==> src/rfcb_consts.svh <==
// Register offsets, reset values, field positions and limits of the bank.
`ifndef RFCB_CONSTS_SVH
`define RFCB_CONSTS_SVH

// Register indices; the byte address on the bus is four times the index.
`define RFCB_IDX_COEFF_30_24 6'h16
`define RFCB_IDX_COEFF_23_16 6'h17
`define RFCB_IDX_COEFF_15_8  6'h18
`define RFCB_IDX_COEFF_7_0   6'h19
`define RFCB_IDX_SPARE       6'h1A
`define RFCB_IDX_TX_INT      6'h1B
`define RFCB_IDX_TX_FRAC_HI  6'h1C
`define RFCB_IDX_TX_FRAC_MID 6'h1D
`define RFCB_IDX_TX_FRAC_LO  6'h1E
`define RFCB_IDX_RX_INT      6'h1F
`define RFCB_IDX_RX_FRAC_HI  6'h20
`define RFCB_IDX_RX_FRAC_MID 6'h21
`define RFCB_IDX_RX_FRAC_LO  6'h22
`define RFCB_IDX_STEP_HI     6'h23
`define RFCB_IDX_STEP_LO     6'h24
`define RFCB_IDX_SYNC_LEN    6'h25
`define RFCB_IDX_FIRST       `RFCB_IDX_COEFF_30_24
`define RFCB_IDX_LAST        `RFCB_IDX_SYNC_LEN
`define RFCB_REG_COUNT       16
`define RFCB_SLOT(idx)       4'((idx) - `RFCB_IDX_FIRST)

// Reset values, one per register.
`define RFCB_RST_COEFF_30_24 8'h00
`define RFCB_RST_COEFF_23_16 8'h00
`define RFCB_RST_COEFF_15_8  8'h1E
`define RFCB_RST_COEFF_7_0   8'hB2
`define RFCB_RST_SPARE       8'h00
`define RFCB_RST_TX_INT      8'h21
`define RFCB_RST_TX_FRAC_HI  8'h06
`define RFCB_RST_TX_FRAC_MID 8'hBD
`define RFCB_RST_TX_FRAC_LO  8'h0B
`define RFCB_RST_RX_INT      8'h21
`define RFCB_RST_RX_FRAC_HI  8'h06
`define RFCB_RST_RX_FRAC_MID 8'hBD
`define RFCB_RST_RX_FRAC_LO  8'h0B
`define RFCB_RST_STEP_HI     8'h09
`define RFCB_RST_STEP_LO     8'h73
`define RFCB_RST_SYNC_LEN    8'h20

// Field positions inside the partial registers.
`define RFCB_COEFF_TOP_MSB   6
`define RFCB_INT_MSB         5
`define RFCB_FRAC_HI_MSB     3
`define RFCB_SYNC_MSB        5

// Limits applied to the sync pattern length.
`define RFCB_SYNC_MIN        6'h08
`define RFCB_SYNC_MAX        6'h20

`endif

==> src/rfcb_pkg.sv <==
// Types shared by the channel setup bank and its helper modules.
`default_nettype none
package rfcb_pkg;
  typedef logic [7:0] rfcb_byte_t;
  typedef enum logic [1:0] {
    RFCB_OKAY   = 2'h0,
    RFCB_SLVERR = 2'h2
  } rfcb_resp_e;
  // Gray codes along idle, one half held, response.
  typedef enum logic [1:0] {
    WR_IDLE = 2'h0,
    WR_ADDR = 2'h1,
    WR_RESP = 2'h3,
    WR_DATA = 2'h2
  } rfcb_wr_e;
  typedef enum logic {
    RD_IDLE = 1'h0,
    RD_DATA = 1'h1
  } rfcb_rd_e;
endpackage : rfcb_pkg
`default_nettype wire

==> src/rfcb_bank.sv <==
// AXI4-Lite bank of checksum, synthesizer, spacing and sync setup bytes.
//
// Implementation choice: the AXI4-Lite slave port.
`timescale 1ns/1ps
`default_nettype none
`include "rfcb_consts.svh"

module rfcb_bank #(
  parameter int ADDR_W = 8
) (
  input  wire logic              clk,
  input  wire logic              reset,
  input  wire logic [ADDR_W-1:0] s_axi_awaddr,
  input  wire logic              s_axi_awvalid,
  output var  logic              s_axi_awready,
  input  wire logic [31:0]       s_axi_wdata,
  input  wire logic [3:0]        s_axi_wstrb,
  input  wire logic              s_axi_wvalid,
  output var  logic              s_axi_wready,
  output var  rfcb_pkg::rfcb_resp_e s_axi_bresp,
  output var  logic              s_axi_bvalid,
  input  wire logic              s_axi_bready,
  input  wire logic [ADDR_W-1:0] s_axi_araddr,
  input  wire logic              s_axi_arvalid,
  output var  logic              s_axi_arready,
  output var  logic [31:0]       s_axi_rdata,
  output var  rfcb_pkg::rfcb_resp_e s_axi_rresp,
  output var  logic              s_axi_rvalid,
  input  wire logic              s_axi_rready,
  output var  logic [30:0]       checksumGeneratorCoeffs,
  output var  logic [5:0]        txSynthIntegerCount,
  output var  logic [19:0]       txSynthFractionCount,
  output var  logic [5:0]        rxSynthIntegerCount,
  output var  logic [19:0]       rxSynthFractionCount,
  output var  logic [15:0]       channelStep,
  output var  logic [5:0]        syncPatternBits
);
  import rfcb_pkg::*;

  localparam int WORD_W = ADDR_W - 2;

  // Reset values in slot order, slot 0 being the lowest index.
  localparam rfcb_byte_t RESET_TABLE [`RFCB_REG_COUNT] = '{
    `RFCB_RST_COEFF_30_24, `RFCB_RST_COEFF_23_16, `RFCB_RST_COEFF_15_8,
    `RFCB_RST_COEFF_7_0,   `RFCB_RST_SPARE,       `RFCB_RST_TX_INT,
    `RFCB_RST_TX_FRAC_HI,  `RFCB_RST_TX_FRAC_MID, `RFCB_RST_TX_FRAC_LO,
    `RFCB_RST_RX_INT,      `RFCB_RST_RX_FRAC_HI,  `RFCB_RST_RX_FRAC_MID,
    `RFCB_RST_RX_FRAC_LO,  `RFCB_RST_STEP_HI,     `RFCB_RST_STEP_LO,
    `RFCB_RST_SYNC_LEN
  };

  rfcb_wr_e          wrState;
  rfcb_wr_e          next_wrState;
  rfcb_rd_e          rdState;
  rfcb_rd_e          next_rdState;
  logic [ADDR_W-1:0] heldAddr;
  rfcb_byte_t        heldData;
  logic              heldStrb;
  rfcb_byte_t        regFile [`RFCB_REG_COUNT];

  // Address decode: word aligned and inside the bank's index range.
  function automatic logic inBank(input logic [ADDR_W-1:0] addr);
    logic [WORD_W-1:0] word;
    word = addr[ADDR_W-1:2];
    return (addr[1:0] == 2'h0) &&
           (word >= WORD_W'(`RFCB_IDX_FIRST)) &&
           (word <= WORD_W'(`RFCB_IDX_LAST));
  endfunction : inBank

  function automatic logic [3:0] slotOf(input logic [ADDR_W-1:0] addr);
    logic [WORD_W-1:0] diff;
    diff = addr[ADDR_W-1:2] - WORD_W'(`RFCB_IDX_FIRST);
    return diff[3:0];
  endfunction : slotOf

  // Write channel handshakes; address and data may come in either order.
  wire logic awTake   = s_axi_awvalid && s_axi_awready;
  wire logic wTake    = s_axi_wvalid && s_axi_wready;
  wire logic haveAddr = awTake || (wrState == WR_ADDR);
  wire logic haveData = wTake || (wrState == WR_DATA);
  wire logic doWrite  = haveAddr && haveData && (wrState != WR_RESP);

  // The commit uses the held half when one arrived earlier.
  wire logic [ADDR_W-1:0] commitAddr = (wrState == WR_ADDR) ? heldAddr
                                                            : s_axi_awaddr;
  wire rfcb_byte_t commitData = (wrState == WR_DATA) ? heldData
                                                     : s_axi_wdata[7:0];
  wire logic commitStrb = (wrState == WR_DATA) ? heldStrb : s_axi_wstrb[0];
  wire logic commitHit  = inBank(commitAddr);
  wire logic [3:0] commitSlot = slotOf(commitAddr);
  // Only byte lane 0 carries data; upper lanes are ignored.
  wire logic storeByte  = doWrite && commitHit && commitStrb;

  // Read decode.
  wire logic arTake = s_axi_arvalid && s_axi_arready;
  wire logic readHit = inBank(s_axi_araddr);
  wire logic [3:0] readSlot = slotOf(s_axi_araddr);

  // Ready and valid come straight from the state.
  assign s_axi_awready = (wrState == WR_IDLE) || (wrState == WR_DATA);
  assign s_axi_wready  = (wrState == WR_IDLE) || (wrState == WR_ADDR);
  assign s_axi_bvalid  = (wrState == WR_RESP);
  assign s_axi_arready = (rdState == RD_IDLE);
  assign s_axi_rvalid  = (rdState == RD_DATA);

  // Next write state.
  always_comb begin
    next_wrState = wrState;
    unique case (wrState)
      WR_IDLE: begin
        if (doWrite) begin
          next_wrState = WR_RESP;
        end else if (awTake) begin
          next_wrState = WR_ADDR;
        end else if (wTake) begin
          next_wrState = WR_DATA;
        end
      end
      WR_ADDR, WR_DATA: begin
        if (doWrite) begin
          next_wrState = WR_RESP;
        end
      end
      WR_RESP: begin
        if (s_axi_bready) begin
          next_wrState = WR_IDLE;
        end
      end
    endcase
  end

  // Next read state.
  assign next_rdState = (rdState == RD_IDLE) ? (arTake ? RD_DATA : RD_IDLE)
                                             : (s_axi_rready ? RD_IDLE
                                                             : RD_DATA);

  // Write side: hold the first half, answer once both have been taken.
  always_ff @(posedge clk) begin
    if (reset) begin
      wrState     <= WR_IDLE;
      heldAddr    <= '0;
      heldData    <= 8'h00;
      heldStrb    <= 1'b0;
      s_axi_bresp <= RFCB_OKAY;
    end else begin
      wrState <= next_wrState;
      if (awTake) begin
        heldAddr <= s_axi_awaddr;
      end
      if (wTake) begin
        heldData <= s_axi_wdata[7:0];
        heldStrb <= s_axi_wstrb[0];
      end
      if (doWrite) begin
        s_axi_bresp <= commitHit ? RFCB_OKAY : RFCB_SLVERR;
      end
    end
  end

  // Read side: unmapped reads return zero with a slave error.
  always_ff @(posedge clk) begin
    if (reset) begin
      rdState     <= RD_IDLE;
      s_axi_rdata <= 32'h0000_0000;
      s_axi_rresp <= RFCB_OKAY;
    end else begin
      rdState <= next_rdState;
      if (arTake) begin
        s_axi_rdata <= readHit ? {24'h00_0000, regFile[readSlot]}
                               : 32'h0000_0000;
        s_axi_rresp <= readHit ? RFCB_OKAY : RFCB_SLVERR;
      end
    end
  end

  // Storage, one byte register per index; every bit is kept as written.
  for (genvar i = 0; i < `RFCB_REG_COUNT; i++) begin : g_reg
    rfcb_byte_reg #(
      .RESET_VALUE (RESET_TABLE[i])
    ) u_reg (
      .clk       (clk),
      .reset     (reset),
      .writeEn   (storeByte && (commitSlot == 4'(i))),
      .writeData (commitData),
      .value     (regFile[i])
    );
  end

  // Assembled values; reserved bits are simply not routed anywhere.
  assign checksumGeneratorCoeffs = {
    regFile[`RFCB_SLOT(`RFCB_IDX_COEFF_30_24)][`RFCB_COEFF_TOP_MSB:0],
    regFile[`RFCB_SLOT(`RFCB_IDX_COEFF_23_16)],
    regFile[`RFCB_SLOT(`RFCB_IDX_COEFF_15_8)],
    regFile[`RFCB_SLOT(`RFCB_IDX_COEFF_7_0)]
  };
  assign txSynthIntegerCount =
    regFile[`RFCB_SLOT(`RFCB_IDX_TX_INT)][`RFCB_INT_MSB:0];
  assign txSynthFractionCount = {
    regFile[`RFCB_SLOT(`RFCB_IDX_TX_FRAC_HI)][`RFCB_FRAC_HI_MSB:0],
    regFile[`RFCB_SLOT(`RFCB_IDX_TX_FRAC_MID)],
    regFile[`RFCB_SLOT(`RFCB_IDX_TX_FRAC_LO)]
  };
  assign rxSynthIntegerCount =
    regFile[`RFCB_SLOT(`RFCB_IDX_RX_INT)][`RFCB_INT_MSB:0];
  assign rxSynthFractionCount = {
    regFile[`RFCB_SLOT(`RFCB_IDX_RX_FRAC_HI)][`RFCB_FRAC_HI_MSB:0],
    regFile[`RFCB_SLOT(`RFCB_IDX_RX_FRAC_MID)],
    regFile[`RFCB_SLOT(`RFCB_IDX_RX_FRAC_LO)]
  };
  assign channelStep = {
    regFile[`RFCB_SLOT(`RFCB_IDX_STEP_HI)],
    regFile[`RFCB_SLOT(`RFCB_IDX_STEP_LO)]
  };

  // The length clamp acts on the usable value only.
  rfcb_sync_clamp u_clamp (
    .clk     (clk),
    .reset   (reset),
    .rawBits (regFile[`RFCB_SLOT(`RFCB_IDX_SYNC_LEN)][`RFCB_SYNC_MSB:0]),
    .effBits (syncPatternBits)
  );

  // Helper strobes for the checks below.
  wire logic wrSpare = storeByte &&
                       (commitSlot == `RFCB_SLOT(`RFCB_IDX_SPARE));
  wire logic wrTop   = storeByte &&
                       (commitSlot == `RFCB_SLOT(`RFCB_IDX_COEFF_30_24));
  wire logic wrRxInt = storeByte &&
                       (commitSlot == `RFCB_SLOT(`RFCB_IDX_RX_INT));
  wire logic wrSync  = storeByte &&
                       (commitSlot == `RFCB_SLOT(`RFCB_IDX_SYNC_LEN));

  property p_coeff_reset;
    @(posedge clk) disable iff (reset)
      $fell(reset) |-> checksumGeneratorCoeffs[23:0] ==
        {`RFCB_RST_COEFF_23_16, `RFCB_RST_COEFF_15_8, `RFCB_RST_COEFF_7_0};
  endproperty
  a_coeff_reset: assert property (p_coeff_reset)
    else $error("Coefficient bytes wrong after reset.");

  property p_coeff_top;
    @(posedge clk) disable iff (reset)
      wrTop |=> checksumGeneratorCoeffs[30:24] == $past(commitData[6:0]);
  endproperty
  a_coeff_top: assert property (p_coeff_top)
    else $error("Top coefficient bits did not follow the write.");

  property p_tx_int_reset;
    @(posedge clk) disable iff (reset)
      $fell(reset) |-> txSynthIntegerCount == 6'(`RFCB_RST_TX_INT);
  endproperty
  a_tx_int_reset: assert property (p_tx_int_reset)
    else $error("Transmit integer count wrong after reset.");

  property p_tx_frac_reset;
    @(posedge clk) disable iff (reset)
      $fell(reset) |-> txSynthFractionCount == {4'(`RFCB_RST_TX_FRAC_HI),
        `RFCB_RST_TX_FRAC_MID, `RFCB_RST_TX_FRAC_LO};
  endproperty
  a_tx_frac_reset: assert property (p_tx_frac_reset)
    else $error("Transmit fraction wrong after reset.");

  property p_rx_int_write;
    @(posedge clk) disable iff (reset)
      wrRxInt |=> rxSynthIntegerCount == $past(commitData[5:0]) &&
                  $stable(txSynthIntegerCount);
  endproperty
  a_rx_int_write: assert property (p_rx_int_write)
    else $error("Receive integer count not separate from transmit.");

  property p_rx_frac_reset;
    @(posedge clk) disable iff (reset)
      $fell(reset) |-> rxSynthFractionCount == {4'(`RFCB_RST_RX_FRAC_HI),
        `RFCB_RST_RX_FRAC_MID, `RFCB_RST_RX_FRAC_LO};
  endproperty
  a_rx_frac_reset: assert property (p_rx_frac_reset)
    else $error("Receive fraction wrong after reset.");

  property p_step_reset;
    @(posedge clk) disable iff (reset)
      $fell(reset) |-> channelStep == {`RFCB_RST_STEP_HI, `RFCB_RST_STEP_LO};
  endproperty
  a_step_reset: assert property (p_step_reset)
    else $error("Channel step wrong after reset.");

  property p_sync_reset;
    @(posedge clk) disable iff (reset)
      $fell(reset) |-> syncPatternBits == 6'(`RFCB_RST_SYNC_LEN);
  endproperty
  a_sync_reset: assert property (p_sync_reset)
    else $error("Sync length wrong after reset.");

  property p_sync_low;
    @(posedge clk) disable iff (reset)
      wrSync && commitData[5:0] < `RFCB_SYNC_MIN |->
        ##2 syncPatternBits == `RFCB_SYNC_MIN;
  endproperty
  a_sync_low: assert property (p_sync_low)
    else $error("Short sync length was not raised to the minimum.");

  property p_sync_high;
    @(posedge clk) disable iff (reset)
      wrSync && commitData[5:0] > `RFCB_SYNC_MAX |->
        ##2 syncPatternBits == `RFCB_SYNC_MAX;
  endproperty
  a_sync_high: assert property (p_sync_high)
    else $error("Long sync length was not clamped to the maximum.");

  property p_spare_inert;
    @(posedge clk) disable iff (reset)
      wrSpare |=> $stable(checksumGeneratorCoeffs) &&
                  $stable(txSynthFractionCount) && $stable(channelStep);
  endproperty
  a_spare_inert: assert property (p_spare_inert)
    else $error("Spare byte write changed a setup value.");

  property p_write_answer;
    @(posedge clk) disable iff (reset)
      doWrite |=> s_axi_bvalid &&
        s_axi_bresp == (($past(commitHit)) ? RFCB_OKAY : RFCB_SLVERR);
  endproperty
  a_write_answer: assert property (p_write_answer)
    else $error("Write response missing or wrong.");
endmodule : rfcb_bank
`default_nettype wire

==> src/rfcb_byte_reg.sv <==
// One byte-wide read/write setup register with its own reset value.
`timescale 1ns/1ps
`default_nettype none
module rfcb_byte_reg #(
  parameter rfcb_pkg::rfcb_byte_t RESET_VALUE = 8'h00
) (
  input  wire logic                clk,
  input  wire logic                reset,
  input  wire logic                writeEn,
  input  wire rfcb_pkg::rfcb_byte_t writeData,
  output var  rfcb_pkg::rfcb_byte_t value
);
  import rfcb_pkg::*;

  // All eight bits are stored so reserved bits read back as written.
  always_ff @(posedge clk) begin
    if (reset) begin
      value <= RESET_VALUE;
    end else if (writeEn) begin
      value <= writeData;
    end
  end
endmodule : rfcb_byte_reg
`default_nettype wire

==> src/rfcb_sync_clamp.sv <==
// Registered clamp of the sync pattern length into its usable range.
`timescale 1ns/1ps
`default_nettype none
`include "rfcb_consts.svh"
module rfcb_sync_clamp (
  input  wire logic       clk,
  input  wire logic       reset,
  input  wire logic [5:0] rawBits,
  output var  logic [5:0] effBits
);
  import rfcb_pkg::*;

  // Out-of-range settings act as the nearest limit; the register keeps them.
  wire logic [5:0] next_effBits = (rawBits < `RFCB_SYNC_MIN) ? `RFCB_SYNC_MIN :
                                  (rawBits > `RFCB_SYNC_MAX) ? `RFCB_SYNC_MAX :
                                  rawBits;

  // The extra flop keeps the output a clean register at a cycle of latency.
  always_ff @(posedge clk) begin
    if (reset) begin
      effBits <= 6'(`RFCB_RST_SYNC_LEN);
    end else begin
      effBits <= next_effBits;
    end
  end
endmodule : rfcb_sync_clamp
`default_nettype wire

==> config.mk <==
export PLATFORM = sky130hd
export DESIGN_NAME = rfcb_bank
export DESIGN_NICKNAME = d
export VERILOG_FILES = /design/src/rfcb_pkg.sv /design/src/rfcb_bank.sv /design/src/rfcb_byte_reg.sv /design/src/rfcb_sync_clamp.sv
export VERILOG_INCLUDE_DIRS = /design/src /design/src/src
export SDC_FILE = /design/constraint.sdc
export NUM_CORES = 1
export LEC_CHECK = 0
export BUFFER_PORTS_ARGS = -buffer_cell sky130_fd_sc_hd__buf_2
export CORE_ASPECT_RATIO = 0.9
export CORE_MARGIN = 8
export CORE_UTILIZATION = 45
export DETAILED_ROUTE_END_ITERATION = 7
export MAX_ROUTING_LAYER = met4
export PLACE_DENSITY = 0.7
export SYNTH_ARGS = -nofsm -noshare
export SYNTH_HDL_FRONTEND = slang
export SYNTH_HIERARCHICAL = 1
export SYNTH_SLANG_ARGS = --single-unit
==> constraint.sdc <==
create_clock -name clk -period 3 [get_ports clk]
set_input_delay 0.3 -clock clk [delete_from_list [all_inputs] [get_ports clk]]
set_output_delay 0.3 -clock clk [all_outputs]
set_load 0.01 [all_outputs]
==> impl_metrics.toml <==
[run_status]
status = "completed"

[synth]
synth_cell_types = 49
syn_area_um2 = 7740
synth_area_leaders = "dfxtp_1 (42%), mux2i_1 (16%), mux4_2 (9.6%), nor2_1 (5.4%), a211o_1 (4.3%)"
synth_most_common_cell = "dfxtp_1"
synth_edf_count = 0
ys_seq_area_share_pct = 42.4
synth_commonest_cells = "dfxtp_1 (164), mux2i_1 (121), nor2_1 (112), a211o_1 (38), mux4_2 (33)"
syn_inst = 707
synth_top_area_cell = "dfxtp_1"
yosysWarnings = 6
ys.flop_type = "dfxtp_1"
yosysTopAreaCellShare_pct = 42.4
ys_ff_latch = 164
synth.avg_cell_area_um2 = 10.9
synth-async-reset-ratio_pct = 0

[sta]
setup_violations = 0
drv_slew = 0
rsz0062_at_grt = "false"
min_period_ns = 2.76
worstMarginPinSlew_ns = 0.696
max_freq_mhz = 362
finalHoldViolations = 0
fin_tns_setup_ns = 0
fin_crit_sh_pct = 92.2
relSlewSlack_pct = 53.6
timing.hold.ws_ns = 0.0622
fin_skew_ns = 0.0114

[power]
power.leakage_nw = 3.76
totalPowerFinal_mw = 5.65
powerDensity_nw_per_um2 = 611
peakVddDrop_v = 0.000438

[worst_hold_path]
hp-class = "in -> reg"

[worst_setup_path]
cp_data_arrival_time_ns = 3.08
critPathLaunchType = "register"
worstSetupEndpoint = "g_reg[14].u_reg/value[1]"
worst-path-buf-inv = 3
rrSetupSlack_ns = 0.24
path_common_cell = "inv_1"
max_stage_delay_ns = 0.34
required_ns = 3.31
path_depth = 11
crit_path_max_fanout = 13
path_delay_family = "simple AND/OR/NAND/NOR gates"
cp-startpoint = "wrState[1]"
r2r_cells = 11
path_class = "reg -> reg"
critPathCaptureType = "register"
reg2reg_from = "wrState[1]"
r2r_end = "g_reg[14].u_reg/value[1]"
cpMaxStageDelayCell = "dfxtp_1"
crit_chain = "inv_1, ha_2, mux2i_1, inv_1, ha_1, xor2_1, nand2_1, nor3_1, buf_4, and2b_2, a211o_1"

[die]
ios = 205
initial_utilization_pct = 46.0
coreArea_um2 = 16800
die_width_um = 154
dieHeight_um = 140
rows = 45
die-area_um2 = 21700

[global_route]
grt_pass1_wl_um = 33000
grt_pass1_vias = 5686
track_usage_pct = 20.2
grt_antenna_before_repair = 0
grt_max_degree = 84
overflow = 0

[clocking]
ctsLongestPathBuffers = 2
clk_pin_slew_ns = 0.07
cts.sinks = 164
postCtsSetupBuffers = 0
hold_buffers = 0
cts_resized = 0
clkLatencyLatePin_ns = 0.43
cts.htree.levels = 4
clockRootBuffer = "clkbuf_16"
cts_tree = "done"
cts_buffers = 17

[placement]
place_congestion = 0.820
place_area_um2 = 8610
hpwl_um = 15300
port_buffers = 151
dp_cells = 1052

[cells_and_area]
final_area_um2 = 9240
syn_to_final_growth_pct = 19.3
fin_cells = 1084
nNetsFinal = 925
antenna_cells = 0
drive_gt1_share_pct = 34.8

[routing]
drt-total-wl_um = 21600
antenna_left = 0
dr.first_iter.drc_count = 360
route.vias.total = 5795
firstDrtPassIters = 6
drc = 0
post_drt_wl_per_cell_um = 19.9
vias_per_cell = 5.35

[job]
drv_cap = 0
[worst min-delay path by stage]
stage                   startpoint              to  slack, ns  cells past startpoint
floorplan             s_axi_rready    s_axi_rvalid       0.40                      1
global placement    s_axi_rdata[1]  s_axi_rdata[1]       0.44                      1
finish                s_axi_rready    s_axi_rvalid       0.06                      2
detailed placement  s_axi_rdata[1]  s_axi_rdata[1]       0.45                      1
CTS                   s_axi_rready    s_axi_rvalid       0.04                      2
global route          s_axi_rready    s_axi_rvalid       0.06                      2
[area by class of cell]
class                   instances  area, um2
clock buffers                  20        447
multi-input cells             483       3980
clock inverters                12        176
inverters                      10       37.5
repair buffers                184       1040
flip-flops and latches        164       3280
fillers                      1507       7600
well taps                     211        264
[power by group]
| group | switching, mW | internal, mW |
|---|---|---|
| Sequential | 0.0408 | 2.24 |
| Combinational | 0.665 | 0.395 |
| Clock | 0.888 | 1.42 |
| Total | 1.59 | 4.05 |
[layout by cell type (no fill, tap or decap), types with 4 or more instances in the layout]
cell | synthesis | routed
mux4_2 | 33 | 33
bufinv_16 | 0 | 4
a32o_1 | 7 | 7
buf_4 | 27 | 31
nand2_1 | 21 | 21
a211o_1 | 38 | 38
nor3b_1 | 4 | 4
and2b_4 | 6 | 6
a211o_2 | 4 | 4
dfxtp_1 | 164 | 164
nor2_1 | 112 | 112
clkbuf_16 | 0 | 17
nor3_1 | 19 | 16
buf_2 | 3 | 150
ha_1 | 6 | 5
inv_1 | 10 | 10
mux2_2 | 11 | 11
a21oi_1 | 6 | 6
conb_1 | 1 | 26
nor2b_1 | 8 | 8
nor2b_2 | 23 | 23
mux2i_1 | 121 | 121
[kinds of logic after synthesis]
kind of cell | share of synthesized area, %
xor+xnor | 0.453
mux | 26.8
flops | 42.4
simple gates | 14.0
compound gates | 7.68
other cells | 0.0484
buf+inv | 7.56
fa+ha+maj | 0.970
[flip-flops by register name (all words and copies together) (netlist names)]
signal and flops:
g.u_reg/value 128, heldAddr 8, heldData 8, s_axi_rdata 8, u_clamp/effBits 6, wrState 2
heldStrb 1, s_axi_bresp 1, s_axi_rresp 1, s_axi_rvalid 1
[through the flow]
stage                     utilization, %  setup slack, ns
final                               54.9            0.235
after CTS                           54.8           0.0928
after floorplan                        -            0.431
after detailed placement            51.1            0.110
after global placement              51.1            0.159
after global routing                54.9           0.0220
[routing by layer]
metal	routed length [um]	vias up	global-route usage, %
met3	1540	19	5.38
met5	0	-	-
met2	10100	197	31.7
met4	267	0	5.67
met1	9680	2819	25.4
li1	-	2760	-
Power figures use the tool's default switching activity.
